==> config.mk <==
export PLATFORM = sky130hd
export DESIGN_NAME = file_complement_decrement_jump
export DESIGN_NICKNAME = d
export VERILOG_FILES = /design/src/pkg/fcdj_pkg.sv /design/src/logic/file_complement_decrement_jump.sv
export VERILOG_INCLUDE_DIRS = /design/src /design/src/pkg
export SDC_FILE = /design/constraint.sdc
export NUM_CORES = 1
export LEC_CHECK = 0
export CORE_UTILIZATION = 45
export DETAILED_ROUTE_END_ITERATION = 6
export DONT_BUFFER_PORTS = 1
export PLACE_DENSITY = 0.67
export SYNTH_ARGS = -nofsm -noshare
export SYNTH_HDL_FRONTEND = slang
export SYNTH_SLANG_ARGS = --single-unit
==> constraint.sdc <==
create_clock -name clk_i -period 1.8 [get_ports clk_i]
set_input_delay 0.09 -clock clk_i [delete_from_list [all_inputs] [get_ports clk_i]]
set_output_delay 0.09 -clock clk_i [all_outputs]
set_load 0.02 [all_outputs]
==> src/pkg/fcdj_params.svh <==
// Purpose: constants for the file/jump execution slice
// Assumes: 14-bit instruction words, 13-bit program counter
// Notes:   definitions only
`ifndef FCDJ_PARAMS_SVH
`define FCDJ_PARAMS_SVH

// ----------------------------------------------------------------
// opcode patterns
// ----------------------------------------------------------------
`define OPC_COMPLEMENT   6'h09
`define OPC_DECREMENT   6'h03
`define OPC_DEC_SKIP    6'h0B
`define OPC_JUMP        3'h5

// ----------------------------------------------------------------
// field positions
// ----------------------------------------------------------------
`define DEST_BIT        7
`define LATCH_HI_BIT    4
`define LATCH_LO_BIT    3

// ----------------------------------------------------------------
// reset values
// ----------------------------------------------------------------
`define PC_RESET        13'h0000

`endif

==> src/pkg/fcdj_pkg.sv <==
// Purpose: types for the file/jump execution slice
// Assumes: nothing beyond the constants header
// Notes:   no constants here, see the params header
package fcdj_pkg;

    // ------------------------------------------------------------
    // decoded operation
    // ------------------------------------------------------------
    typedef enum logic [4:0] {
        OP_NONE = 5'h01,
        OP_COMP = 5'h02,
        OP_DEC  = 5'h04,
        OP_DSZ  = 5'h08,
        OP_JMP  = 5'h10
    } op_t;

    // file register write request
    typedef struct packed {
        logic       we;
        logic [6:0] addr;
        logic [7:0] data;
    } file_wr_t;

endpackage

==> src/logic/file_complement_decrement_jump.sv <==
// Purpose: executes complement, decrement, decrement-skip and jump
// Assumes: file read data is combinational from instr_i[6:0]
// Notes:   other opcodes write no file, W or flag result; the PC still increments
`timescale 1ns/1ps
`default_nettype none
`include "fcdj_params.svh"

module file_complement_decrement_jump
    import fcdj_pkg::*;
(
    input  wire logic        clk_i,
    input  wire logic        resetn_i,
    input  wire logic [13:0] instr_i,
    input  wire logic [7:0]  file_rdata_i,
    input  wire logic [7:0]  pc_upper_latch_i,
    output logic      [6:0]  file_addr_o,
    output file_wr_t         file_wr_o,
    output logic             w_we_o,
    output logic      [7:0]  w_data_o,
    output logic             zero_we_o,
    output logic             zero_o,
    output logic      [12:0] pc_o,
    output logic             flush_o,
    output logic             busy_o
);

    // ------------------------------------------------------------
    // decode
    // ------------------------------------------------------------
    op_t        op;
    logic       dest;
    logic [7:0] result;
    logic       flush_q;

    // a flushed slot decodes as no_operation
    always_comb begin
        op = OP_NONE;
        if (!flush_q) begin
            if (instr_i[13:8] == `OPC_COMPLEMENT) begin
                op = OP_COMP;
            end else if (instr_i[13:8] == `OPC_DECREMENT) begin
                op = OP_DEC;
            end else if (instr_i[13:8] == `OPC_DEC_SKIP) begin
                op = OP_DSZ;
            end else if (instr_i[13:11] == `OPC_JUMP) begin
                op = OP_JMP;
            end
        end
    end

    assign dest = instr_i[`DEST_BIT];

    // ------------------------------------------------------------
    // datapath
    // ------------------------------------------------------------
    // inverse or decrement of file
    always_comb begin
        case (op)
            OP_COMP: result = ~file_rdata_i;
            OP_DEC:  result = file_rdata_i - 8'h01;
            OP_DSZ:  result = file_rdata_i - 8'h01;
            default: result = 8'h00;
        endcase
    end

    // registered copy for observers; reads must use instr_i directly
    always_ff @(posedge clk_i or negedge resetn_i) begin
        if (!resetn_i) begin
            file_addr_o <= 7'h00;
        end else begin
            file_addr_o <= instr_i[6:0];
        end
    end

    // ------------------------------------------------------------
    // result routing, registered writes
    // ------------------------------------------------------------
    // destination select
    always_ff @(posedge clk_i or negedge resetn_i) begin
        if (!resetn_i) begin
            file_wr_o <= '0;
            w_we_o    <= 1'b0;
            w_data_o  <= 8'h00;
        end else begin
            file_wr_o.we   <= (op == OP_COMP || op == OP_DEC ||
                               op == OP_DSZ) && dest;
            file_wr_o.addr <= instr_i[6:0];
            file_wr_o.data <= result;
            w_we_o         <= (op == OP_COMP || op == OP_DEC ||
                               op == OP_DSZ) && !dest;
            w_data_o       <= result;
        end
    end

    always_ff @(posedge clk_i or negedge resetn_i) begin
        if (!resetn_i) begin
            zero_we_o <= 1'b0;
            zero_o    <= 1'b0;
        end else begin
            zero_we_o <= (op == OP_COMP) || (op == OP_DEC);
            zero_o    <= (result == 8'h00);
        end
    end

    // ------------------------------------------------------------
    // program counter and flush
    // ------------------------------------------------------------
    logic skip_zero;
    assign skip_zero = (op == OP_DSZ) && (result == 8'h00);

    always_ff @(posedge clk_i or negedge resetn_i) begin
        if (!resetn_i) begin
            pc_o <= `PC_RESET;
        end else if (op == OP_JMP) begin
            pc_o <= {pc_upper_latch_i[`LATCH_HI_BIT:`LATCH_LO_BIT],
                     instr_i[10:0]};
        end else begin
            pc_o <= pc_o + 13'h0001;
        end
    end

    always_ff @(posedge clk_i or negedge resetn_i) begin
        if (!resetn_i) begin
            flush_q <= 1'b0;
        end else begin
            flush_q <= skip_zero || (op == OP_JMP);
        end
    end

    assign flush_o = flush_q;
    assign busy_o  = flush_q;
endmodule
`default_nettype wire

==> out/qor.log, run 1 <==
qor: place.place.detailed.instances 207
qor: sta.grt_setup_unrepaired false
qor: logic_synthesis.dominantRegCellSynth dfrtp_1
qor: global_route.most_utilized_layer_in_the_global_route_result met2
qor: pwr.netSwitchingPower 0.000752 W
qor: pwr.pwr_cell_area 1040 nW/um^2
qor: global_route.maximum_number_of_pins_on_one_net_before_global_route_repair 34
qor: logic_synthesis.share_of_flip_flops_with_an_asynchronous_set_or_reset 100%
qor: place.gpl.final_weighted_congestion 0.844
qor: drt.vias 1349
qor: place.place_hpwl 2.65 mm
qor: logic_synthesis.syn_area_per_cell 9.99 sq um
qor: worst_setup_path.crit_family buffers and inverters
qor: global_route.first_global_vias 1406
qor: drt.final_antenna_net_count 0
qor: worst_setup_path.startpoint_type flip-flop
qor: finish.most_common_cell_after_layout_fill_and_taps_aside dfrtp_1
qor: pwr.vdd_drop_max 454 uV
qor: sta.min_period 1.70 ns
qor: pwr.power.combinational.fraction 23.5%
qor: sta.period_share 94.5%
qor: global_route.global_route_wire_length_before_repair 6.60 mm
qor: worst_setup_path.timing.setup.critical_path_class reg2reg
qor: place.port_buffers 0
qor: logic_synthesis.netlist_area 1710 sq um
qor: finish.post-route-util 55.1%
qor: clock_tree.clk_pin_slew_worst_paths 0.07 ns
qor: finish.fillCellCount 340
qor: worst_setup_path.critPathBufInv 1
qor: clock_tree.clock_tree_root_driver_cell clkbuf_8
qor: drt.via_per_inst 5.67
qor: global_route.track_usage 21.6%
qor: logic_synthesis.synthesis.instances 171
qor: sta.timing.setup.tns 0 ns
qor: finish.syn_to_final_growth 18.1%
qor: clock_tree.source_to_sink_clock_delay_at_the_later_pin_of_the_worst_skew_pair 0.28 ns
qor: outcome.outcome finished, violations left
qor: pwr.leakage 0.846 nW
qor: sta.timing_worst_slew_pin_value 0.448 ns
qor: die.floorplan.die.height 63.6 um
qor: worst_setup_path.crit_path_cell_trace nor4_4 > o21ai_2 > nor2_1 > dlygate4sd3_1
qor: logic_synthesis.synth.yosys.warnings 0
qor: die.die_area 4050 sq um
qor: die.fp.dieW 63.6 um
qor: global_route.met1_usage 25.8%
qor: clock_tree.post_cts.repair.setup_buffers 0
qor: die.placement_rows 22
qor: logic_synthesis.postSynthRegisterBits 33
qor: run.cap_viol_max_count 0
qor: drt.route.detailed.wl_per_inst 16.8 um
qor: clock_tree.tritoncts done
qor: pwr.sequentialPowerShare 52.4%
qor: clock_tree.cts_htree_levels 2
qor: global_route.grt.met3_usage 7.79%
qor: drt.post-route-drc-count 1
qor: worst_hold_path.hold_class in2reg
qor: logic_synthesis.synth_sequential_area_ratio 48.4%
qor: outcome.violated_checks design-rule violations
qor: sta.final.setup_skew 0.0105 ns
qor: sta.final_hold_viol_count 0
qor: finish.final_layout_size_suffix_gt1_share 11.6%
qor: finish.num-nets-final 225
qor: global_route.gr-usage-met2 35.1%
qor: die.core_box_area 3660 sq um
qor: sta.max_freq 0.588 GHz
qor: pwr.power_switching_share 35.9%
qor: worst_setup_path.worst_setup_path_end_kind flip-flop
qor: finish.leading_cell_types_in_the_layout_fill_and_taps_excluded 33 x dfrtp_1, 24 x dlygate4sd3_1, 21 x nand2_1
qor: pwr.int_pwr 0.00134 W
qor: drt.firstDrtPassIters 6
qor: drt.wirelength 4.00 mm
qor: clock_tree.tritoncts.num_buffers 5
qor: finish.antenna_cells 0
qor: die.io_pins 81
qor: sta.setup_violations 0
qor: finish.finish.cell_count_without_fillers 238
qor: global_route.gr-total-overflow 0
qor: logic_synthesis.synthesis.nets 205
qor: sta.timing_max_transition_violations_final 0
qor: global_route.grt_antenna_before_repair 0
qor: worst_setup_path.critical_path_required 2.01 ns
qor: clock_tree.sink_count_of_the_clock_tree 33
qor: logic_synthesis.yosys.cell_types.count 40
qor: die.start_util 46.7%
qor: worst_setup_path.cp_data_arrival_time 1.91 ns
qor: sta.maxSlewHeadroom 69.9%
qor: worst_setup_path.worst-path-max-fanout 6
qor: drt.detail_route.iter0.violations 85
qor: logic_synthesis.edff_count_synth 0
qor: worst_setup_path.worst_path_largest_cell_delay 0.55 ns
qor: clock_tree.clock_path_buffers 2
qor: worst_setup_path.cpMaxStageDelayCell dlygate4sd3_1
qor: pwr.share_clk_of_total_power 24.1%
worst reg2reg max path: stages, from the launching register on:
cell and delay, ns:
dfrtp_1 0.44, nor4_4 0.38, o21ai_2 0.15, nor2_1 0.11, dlygate4sd3_1 0.55
kinds of logic after synthesis:
kind of cell,Yosys count,share of synthesized area [%]
buffers and inverters,25,9.60
and+or+nand+nor,58,19.3
muxes,2,1.25
xor gates and xnor gates,12,6.15
adders and majority gates,2,1.46
DFF,33,48.4
AOI/OAI and AO/OA,39,13.8
Yosys cell counts (all sizes together), types with 2 or more instances:
cell type  instances  area [sq um]
a21oi              9          45.0
o21a               2          15.0
and3b              2          17.5
o22ai              3          18.8
inv                5          18.8
nand3b             2          15.0
and3               3          18.8
nand2b             5          31.3
ha                 2          25.0
nand2             21          78.8
nand3              5          25.0
xor2               7          61.3
xnor2              5          43.8
nor2               9          33.8
o21ai             18          93.8
buf               19           141
dfrtp             33           826
nor4               4          52.6
a21boi             2          15.0
nor3               3          20.0
power by group through the flow:
stage,clock [W],sequential (W),combinational (W)
after floorplan,0,0.00113,0.000272
after global placement,0,0.00110,0.000391
after detailed placement,0,0.00111,0.000414
after CTS,0.000514,0.00110,0.000487
after global routing,0.000547,0.00112,0.000543
final,0.000504,0.00110,0.000493
layer usage:
layer / vias to the layer above / routed length [um]
li1: 616 / -
met2: 88 / 1870
met4: 0 / 109
met3: 20 / 409
met5: - / 0
met1: 625 / 1620
stage by stage:
step | hold WS, ns | setup WS (ns) | total power [W] | area [sq um]
floorplan | -0.206 | 0.358 | 0.00140 | 1710
global placement | -0.205 | 0.362 | 0.00149 | 1680
global route | 0.00199 | 0.00871 | 0.00221 | 2020
CTS | 0.00760 | 0.100 | 0.00210 | 2020
finish | 0.00773 | 0.0995 | 0.00209 | 2020
detailed placement | -0.205 | 0.309 | 0.00152 | 1680
registers in the layout (all words and copies together), names as in the netlist:
name and flops:
zero_we_o 1, zero_o 1, busy_o 1, w_we_o 1, w_data_o 8, pc_o 13, file_wr_o 8
repair_timing:
action                     CTS  global route
hold buffers                25             0
setup endpoints to repair    0             0
resized for setup            0             0
hold endpoints to repair    64             0
cell type report:
| class | count | area [sq um] | share of cell area, % |
|---|---|---|---|
| Clock buffer | 5 | 68.8 | 3.41 |
| Sequential cell | 33 | 826 | 40.9 |
| Inverter | 5 | 18.8 | 0.931 |
| Tap cell | 48 | 60.1 | 2.98 |
| Multi-Input combinational cell | 113 | 718 | 35.6 |
| Clock inverter | 1 | 5.00 | 0.248 |
| Timing Repair Buffer | 33 | 320 | 15.9 |
worst paths after layout:
path	startpoint	end	slack [ns]	cells past startpoint
min reg2reg	pc_o[1]	pc_o[1]	0.61	2
min in group asynchronous	resetn_i	w_data_o[7]	0.26	2
max	busy_o	w_we_o	0.1	4
max reg2reg	busy_o	w_we_o	0.1	4
max in group asynchronous	resetn_i	pc_o[5]	1.37	2
min	instr_i[12]	zero_we_o	0.008	2
No activity file was read; power rests on OpenSTA's default activity.
==> inputs of run 2 (changes only) <==
- RECOVER_POWER: unset -> 25
==> run 2 against run 1 <==
  * The run still ends with design-rule violations left
  * Clock power about the same
  * Core utilization decreased by 0.41 points
  * Fmax increased by 0.12%
  * Combinational power decreased by 1%
  * Largest power group unchanged
==> out/qor.log, run 2 (synthesized netlist as in run 1, its figures left out) <==
qor: outcome.outcome finished, violations left
qor: outcome.violated_checks design-rule violations
qor: global_route.maximum_number_of_pins_on_one_net_before_global_route_repair 34
qor: die.fp.dieW 63.6 um
qor: run.cap_viol_max_count 0
qor: clock_tree.cts_repair_resize_count 0
qor: worst_hold_path.hold_class in2reg
qor: finish.finish.instance_area 2000 sq um
qor: worst_setup_path.worst_path_largest_cell_delay 0.55 ns
qor: pwr.leakage 0.841 nW
qor: die.floorplan.die.height 63.6 um
qor: clock_tree.clock_tree_root_driver_cell clkbuf_8
qor: worst_setup_path.critPathBufInv 1
qor: sta.final_hold_viol_count 0
qor: clock_tree.clock_path_buffers 2
qor: die.placement_rows 22
qor: global_route.most_utilized_layer_in_the_global_route_result met2
qor: drt.firstDrtPassIters 6
qor: finish.num-nets-final 225
qor: sta.setup_violations 0
qor: global_route.track_usage 21.6%
qor: sta.min_period 1.70 ns
qor: pwr.power_switching_share 35.9%
qor: pwr.pwr_cell_area 1040 nW/um^2
qor: pwr.netSwitchingPower 0.000750 W
qor: finish.top_registers pc_o (13), file_wr_o (8), w_data_o (8)
qor: pwr.power.combinational.fraction 23.4%
qor: worst_setup_path.critical_path_required 2.01 ns
qor: finish.fillCellCount 342
qor: sta.final.setup_skew 0.00959 ns
qor: global_route.grt.met3_usage 7.79%
qor: drt.via_per_inst 5.66
qor: clock_tree.cts_htree_levels 2
qor: die.io_pins 81
qor: finish.multiInputGateArea 718 sq um
qor: sta.maxSlewHeadroom 47.3%
qor: worst_setup_path.crit_family buffers and inverters
qor: clock_tree.clk_pin_slew_worst_paths 0.07 ns
qor: sta.max_freq 0.589 GHz
qor: drt.final_antenna_net_count 0
qor: pwr.share_clk_of_total_power 24.1%
qor: clock_tree.post_cts.repair.setup_buffers 0
qor: pwr.sequentialPowerShare 52.5%
qor: pwr.int_pwr 0.00134 W
qor: global_route.first_global_vias 1406
qor: die.die_area 4050 sq um
qor: worst_setup_path.cpMaxStageDelayCell dlygate4sd3_1
qor: global_route.grt_antenna_before_repair 0
qor: global_route.gr-total-overflow 0
qor: worst_setup_path.reg2reg_slack 0.10 ns
qor: sta.period_share 94.4%
qor: place.gpl.final_weighted_congestion 0.844
qor: place.port_buffers 0
qor: clock_tree.cts.hold.buffers_added 25
qor: clock_tree.source_to_sink_clock_delay_at_the_later_pin_of_the_worst_skew_pair 0.28 ns
qor: global_route.met1_usage 25.8%
qor: global_route.gr-usage-met2 35.1%
qor: finish.leading_cell_types_in_the_layout_fill_and_taps_excluded 33 x dfrtp_1, 24 x dlygate4sd3_1, 21 x nand2_1
qor: worst_setup_path.cp_data_arrival_time 1.91 ns
qor: worst_setup_path.startpoint_type flip-flop
qor: place.dpl-instance-area 1680 sq um
qor: drt.route.detailed.wl_per_inst 16.8 um
qor: worst_setup_path.worst_setup_path_end_kind flip-flop
qor: die.start_util 46.7%
qor: finish.antenna_cells 0
qor: global_route.global_route_wire_length_before_repair 6.60 mm
qor: worst_setup_path.worst-path-max-fanout 6
qor: drt.wirelength 4.00 mm
qor: sta.timing_max_transition_violations_final 0
qor: sta.grt_setup_unrepaired false
qor: finish.final_layout_size_suffix_gt1_share 11.6%
qor: die.core_box_area 3660 sq um
qor: place.place_hpwl 2.65 mm
qor: finish.largest_reg_flops 13
qor: finish.most_common_cell_after_layout_fill_and_taps_aside dfrtp_1
qor: finish.max_flop_register pc_o
qor: finish.syn_to_final_growth 17.2%
qor: worst_setup_path.crit_path_cell_trace nor4_4 > o21ai_2 > nor2_1 > dlygate4sd3_1
qor: drt.vias 1347
qor: drt.post-route-drc-count 1
qor: clock_tree.sink_count_of_the_clock_tree 33
qor: clock_tree.tritoncts.num_buffers 5
qor: finish.register_area 826 sq um
qor: sta.timing_worst_slew_pin_value 0.791 ns
qor: worst_setup_path.timing.setup.critical_path_class reg2reg
qor: pwr.vdd_drop_max 454 uV
qor: clock_tree.tritoncts done
qor: sta.timing.setup.tns 0 ns
qor: drt.detail_route.iter0.violations 80
[run 2: cell count changes in the layout (fill, tap and decap cells not counted)]
| cell | delta |
|---|---|
| clkbuf_2 | +1 |
| buf_12 | -1 |
[run 2: per-layer routing]
layer	share of wire (%)	routed length, um
met3	9.8	392
met2	47	1890
met1	41	1630
met5	0	0
met4	2.1	83
[run 2: final timing paths]
| kind | from | cells after the start | to |
|---|---|---|---|
| setup / recovery | busy_o | 4 | w_we_o |
| min in group asynchronous | resetn_i | 2 | w_data_o[0] |
| hold / removal | instr_i[12] | 2 | zero_we_o |
| setup reg to reg | busy_o | 4 | w_we_o |
| max in group asynchronous | resetn_i | 2 | pc_o[5] |
| hold reg to reg | pc_o[1] | 2 | pc_o[1] |
[run 2: final cells by class]
cell class,instances,share of cell area (%)
sequential,33,41.3
multi-input combinational,113,35.9
timing repair buffer,33,15.3
clock inverter,1,0.250
inverter,5,0.938
tap,48,3.00
clock buffer,5,3.44
[run 2: per-stage QoR]
step                hold slack (ns)  power, W  instances  worst slack, ns  utilization, %
finish                      0.00885   0.00209        238            0.102            54.7
detailed placement           -0.205   0.00152        207            0.309            46.0
global route                0.00199   0.00220        238          0.00871            54.7
floorplan                    -0.206   0.00140        171            0.358               -
global placement             -0.205   0.00149        207            0.362            46.0
CTS                         0.00760   0.00210        238            0.100            55.1
[run 2: worst register-to-register path, stage by stage, from the launching register on]
cell and delay [ns]:
dfrtp_1 0.44, nor4_4 0.38, o21ai_2 0.15, nor2_1 0.11, dlygate4sd3_1 0.55
[run 2: power by group through the flow]
stage                     Sequential, W  Combinational [W]  Clock (W)
after global placement          0.00110           0.000391          0
after detailed placement        0.00111           0.000414          0
after CTS                       0.00110           0.000487   0.000514
final                           0.00110           0.000488   0.000503
after global routing            0.00112           0.000538   0.000547
after floorplan                 0.00113           0.000272          0
==> inputs of run 3 (changes only) <==
- CORE_UTILIZATION: 45 -> 55
- PLACE_DENSITY: 0.67 -> 0.77
==> run 3 against run 2 <==
  * The flow still finishes with violations (design-rule violations)
  * Combinational power shrank 1%
  * Critical path depth is 1 higher
  * Core utilization is 15 points higher
  * Routed wire length shrank 2.9%
  * Hold slack lost 0.00073 ns
  * Power is 5.8% lower
  * Final area decreased by 1.2%
  * Die area decreased by 18%
  * Cell count decreased by 5.5%
  * Via count up 0.59%
  * Sequential share of layout area up 0.50 points
==> out/qor.log, run 3 (synthesized netlist as in run 1, its figures left out) <==
qor: outcome.outcome finished, violations left
qor: outcome.violated_checks design-rule violations
qor: worst_setup_path.timing.setup.critical_path_class in2reg
qor: worst_setup_path.number_of_gates_on_the_worst_path_with_buffers_counted 5
qor: clock_tree.source_to_sink_clock_delay_at_the_later_pin_of_the_worst_skew_pair 0.34 ns
qor: place.port_buffers 0
qor: clock_tree.post_cts.repair.setup_buffers 0
qor: pwr.power.combinational.fraction 24.6%
qor: worst_setup_path.crit_path_cell_trace dlygate4sd3_1 > nor4_4 > o21ai_2 > nor2_1 > dlygate4sd3_1
qor: drt.firstDrtPassIters 7
qor: sta.maxSlewHeadroom 48.7%
qor: global_route.maximum_number_of_pins_on_one_net_before_global_route_repair 34
qor: sta.timing.setup.tns 0 ns
qor: worst_setup_path.critical_path.reg2reg.startpoint busy_o
qor: drt.wirelength 3.88 mm
qor: worst_hold_path.whs_path_cells 2
qor: global_route.grt_antenna_before_repair 0
qor: clock_tree.cts_htree_levels 2
qor: finish.top_registers pc_o (13), file_wr_o (8), w_data_o (8)
qor: pwr.sequentialPowerShare 55.5%
qor: run.cap_viol_max_count 0
qor: clock_tree.tritoncts.num_buffers 5
qor: pwr.power_switching_share 37.4%
qor: pwr.netSwitchingPower 0.000735 W
qor: pwr.total_power 0.00197 W
qor: finish.leading_cell_types_in_the_layout_fill_and_taps_excluded 33 x dfrtp_1, 26 x dlygate4sd3_1, 21 x nand2_1
qor: worst_hold_path.hold_end w_data_o[3]
qor: finish.largest_reg_flops 13
qor: sta.timing_worst_slew_pin_value 0.769 ns
qor: die.fp.dieW 57.7 um
qor: sta.grt_setup_unrepaired false
qor: pwr.leakage 0.844 nW
qor: clock_tree.clock_path_buffers 2
qor: sta.timing_max_transition_violations_final 0
qor: die.floorplan.die.height 57.7 um
qor: drt.vias 1355
qor: worst_setup_path.critical_path.reg2reg.endpoint w_we_o
qor: worst_setup_path.reg2reg_slack 0.10 ns
qor: worst_setup_path.crit_family buffers and inverters
qor: worst_setup_path.reg2reg_depth 4
qor: pwr.int_pwr 0.00123 W
qor: die.core_box_area 2850 sq um
qor: clock_tree.clk_pin_slew_worst_paths 0.09 ns
qor: worst_setup_path.critPathBufInv 2
qor: finish.max_flop_register pc_o
qor: worst_setup_path.cpMaxStageDelayCell dlygate4sd3_1
qor: worst_hold_path.hold_path_startpoint file_rdata_i[3]
qor: finish.syn_to_final_growth 15.8%
qor: finish.fillCellCount 215
qor: clock_tree.sink_count_of_the_clock_tree 33
qor: worst_setup_path.worst-path-max-fanout 6
qor: worst_setup_path.startpoint_type input port
qor: worst_setup_path.critPathMostFrequentCell dlygate4sd3_1
qor: global_route.track_usage 25.7%
qor: finish.most_common_cell_after_layout_fill_and_taps_aside dfrtp_1
qor: finish.antenna_cells 0
qor: global_route.gr-total-overflow 0
qor: pwr.vdd_drop_max 723 uV
qor: worst_hold_path.hold_class in2reg
qor: drt.route.detailed.wl_per_inst 17.2 um
qor: finish.num-nets-final 227
qor: drt.via_per_inst 6.02
qor: global_route.first_global_vias 1444
qor: die.placement_rows 19
qor: clock_tree.tritoncts done
qor: die.start_util 59.9%
qor: place.gpl.final_weighted_congestion 0.881
qor: place.place_hpwl 2.58 mm
qor: clock_tree.clock_tree_root_driver_cell clkbuf_4
qor: sta.final.setup_skew 0.00835 ns
qor: worst_setup_path.worst_setup_path_end_kind flip-flop
qor: drt.final_antenna_net_count 0
qor: die.io_pins 81
qor: worst_setup_path.worst_path_largest_cell_delay 0.60 ns
qor: pwr.share_clk_of_total_power 20.0%
qor: global_route.global_route_wire_length_before_repair 6.42 mm
qor: sta.max_freq 0.582 GHz
qor: sta.min_period 1.72 ns
qor: die.die_area 3330 sq um
qor: sta.final_hold_viol_count 0
qor: drt.detail_route.iter0.violations 66
qor: finish.final_layout_size_suffix_gt1_share 11.9%
qor: worst_setup_path.cp_data_arrival_time 1.99 ns
qor: sta.period_share 95.5%
qor: pwr.pwr_cell_area 994 nW/um^2
qor: drt.post-route-drc-count 7
qor: sta.setup_violations 0
qor: worst_setup_path.critical_path_required 2.07 ns
run 3: cell types whose count changed in the layout (fill, tap and decap cells not counted), sizes merged:
cell,previous run,this run
clkinv,1,2
clkbuf,6,7
dlygate4sd3,24,26
run 3: worst max path at each step:
stage,start,endpoint
final,instr_i[12],w_we_o
after global routing,busy_o,w_we_o
after CTS,busy_o,file_wr_o[15]
after detailed placement,pc_o[5],pc_o[8]
after global placement,pc_o[5],pc_o[8]
after floorplan,pc_o[0],pc_o[8]
run 3: worst reg2reg max path, stage by stage (launching register included):
cell           delay, ns
dfrtp_1             0.47
nor4_4              0.33
o21ai_2             0.16
nor2_1              0.12
dlygate4sd3_1       0.56
run 3: repair_timing:
item,in CTS,in global routing
endpoints found under the setup margin,0,1
hold buffers,27,0
endpoints found under the hold margin,66,0
resized for setup,0,0
run 3: layout make-up:
cell class              count  area (sq um)  share of cell area (%)
well taps                  31          38.8                    1.96
repair buffers             35           325                    16.4
flip-flops and latches     33           826                    41.7
inverters                   5          18.8                   0.949
clock buffers               6          41.3                    2.09
multi-input cells         113           718                    36.3
clock inverters             2          10.0                   0.506
run 3: per-layer routing:
metal	vias up	part of all wire (%)	GRT usage, %
met5	-	0	0
met4	0	3.2	13.6
met3	16	8.7	10.9
met2	83	49	42.4
met1	632	39	28.4
li1	624	-	-
run 3: per-stage QoR:
step | instances | worst slack, ns | cell area, sq um | utilization, % | hold slack, ns
2_1_floorplan | 171 | 0.358 | 1710 | - | -0.206
6_report | 225 | 0.0818 | 1980 | 69.3 | 0.00811
5_1_grt | 225 | 0.0416 | 1980 | 69.3 | 0.00206
3_5_place_dp | 190 | 0.314 | 1660 | 58.2 | -0.205
4_1_cts | 225 | 0.0653 | 1990 | 69.9 | 0.00466
3_3_place_gp | 190 | 0.357 | 1660 | 58.2 | -0.205
run 3: power groups by stage:
stage          combinational [W]  sequential [W]  clock, W
2_1_floorplan           0.000272         0.00113         0
3_3_place_gp            0.000391         0.00110         0
3_5_place_dp            0.000414         0.00111         0
4_1_cts                 0.000488         0.00109  0.000396
5_1_grt                 0.000539         0.00111  0.000425
6_report                0.000483         0.00109  0.000393
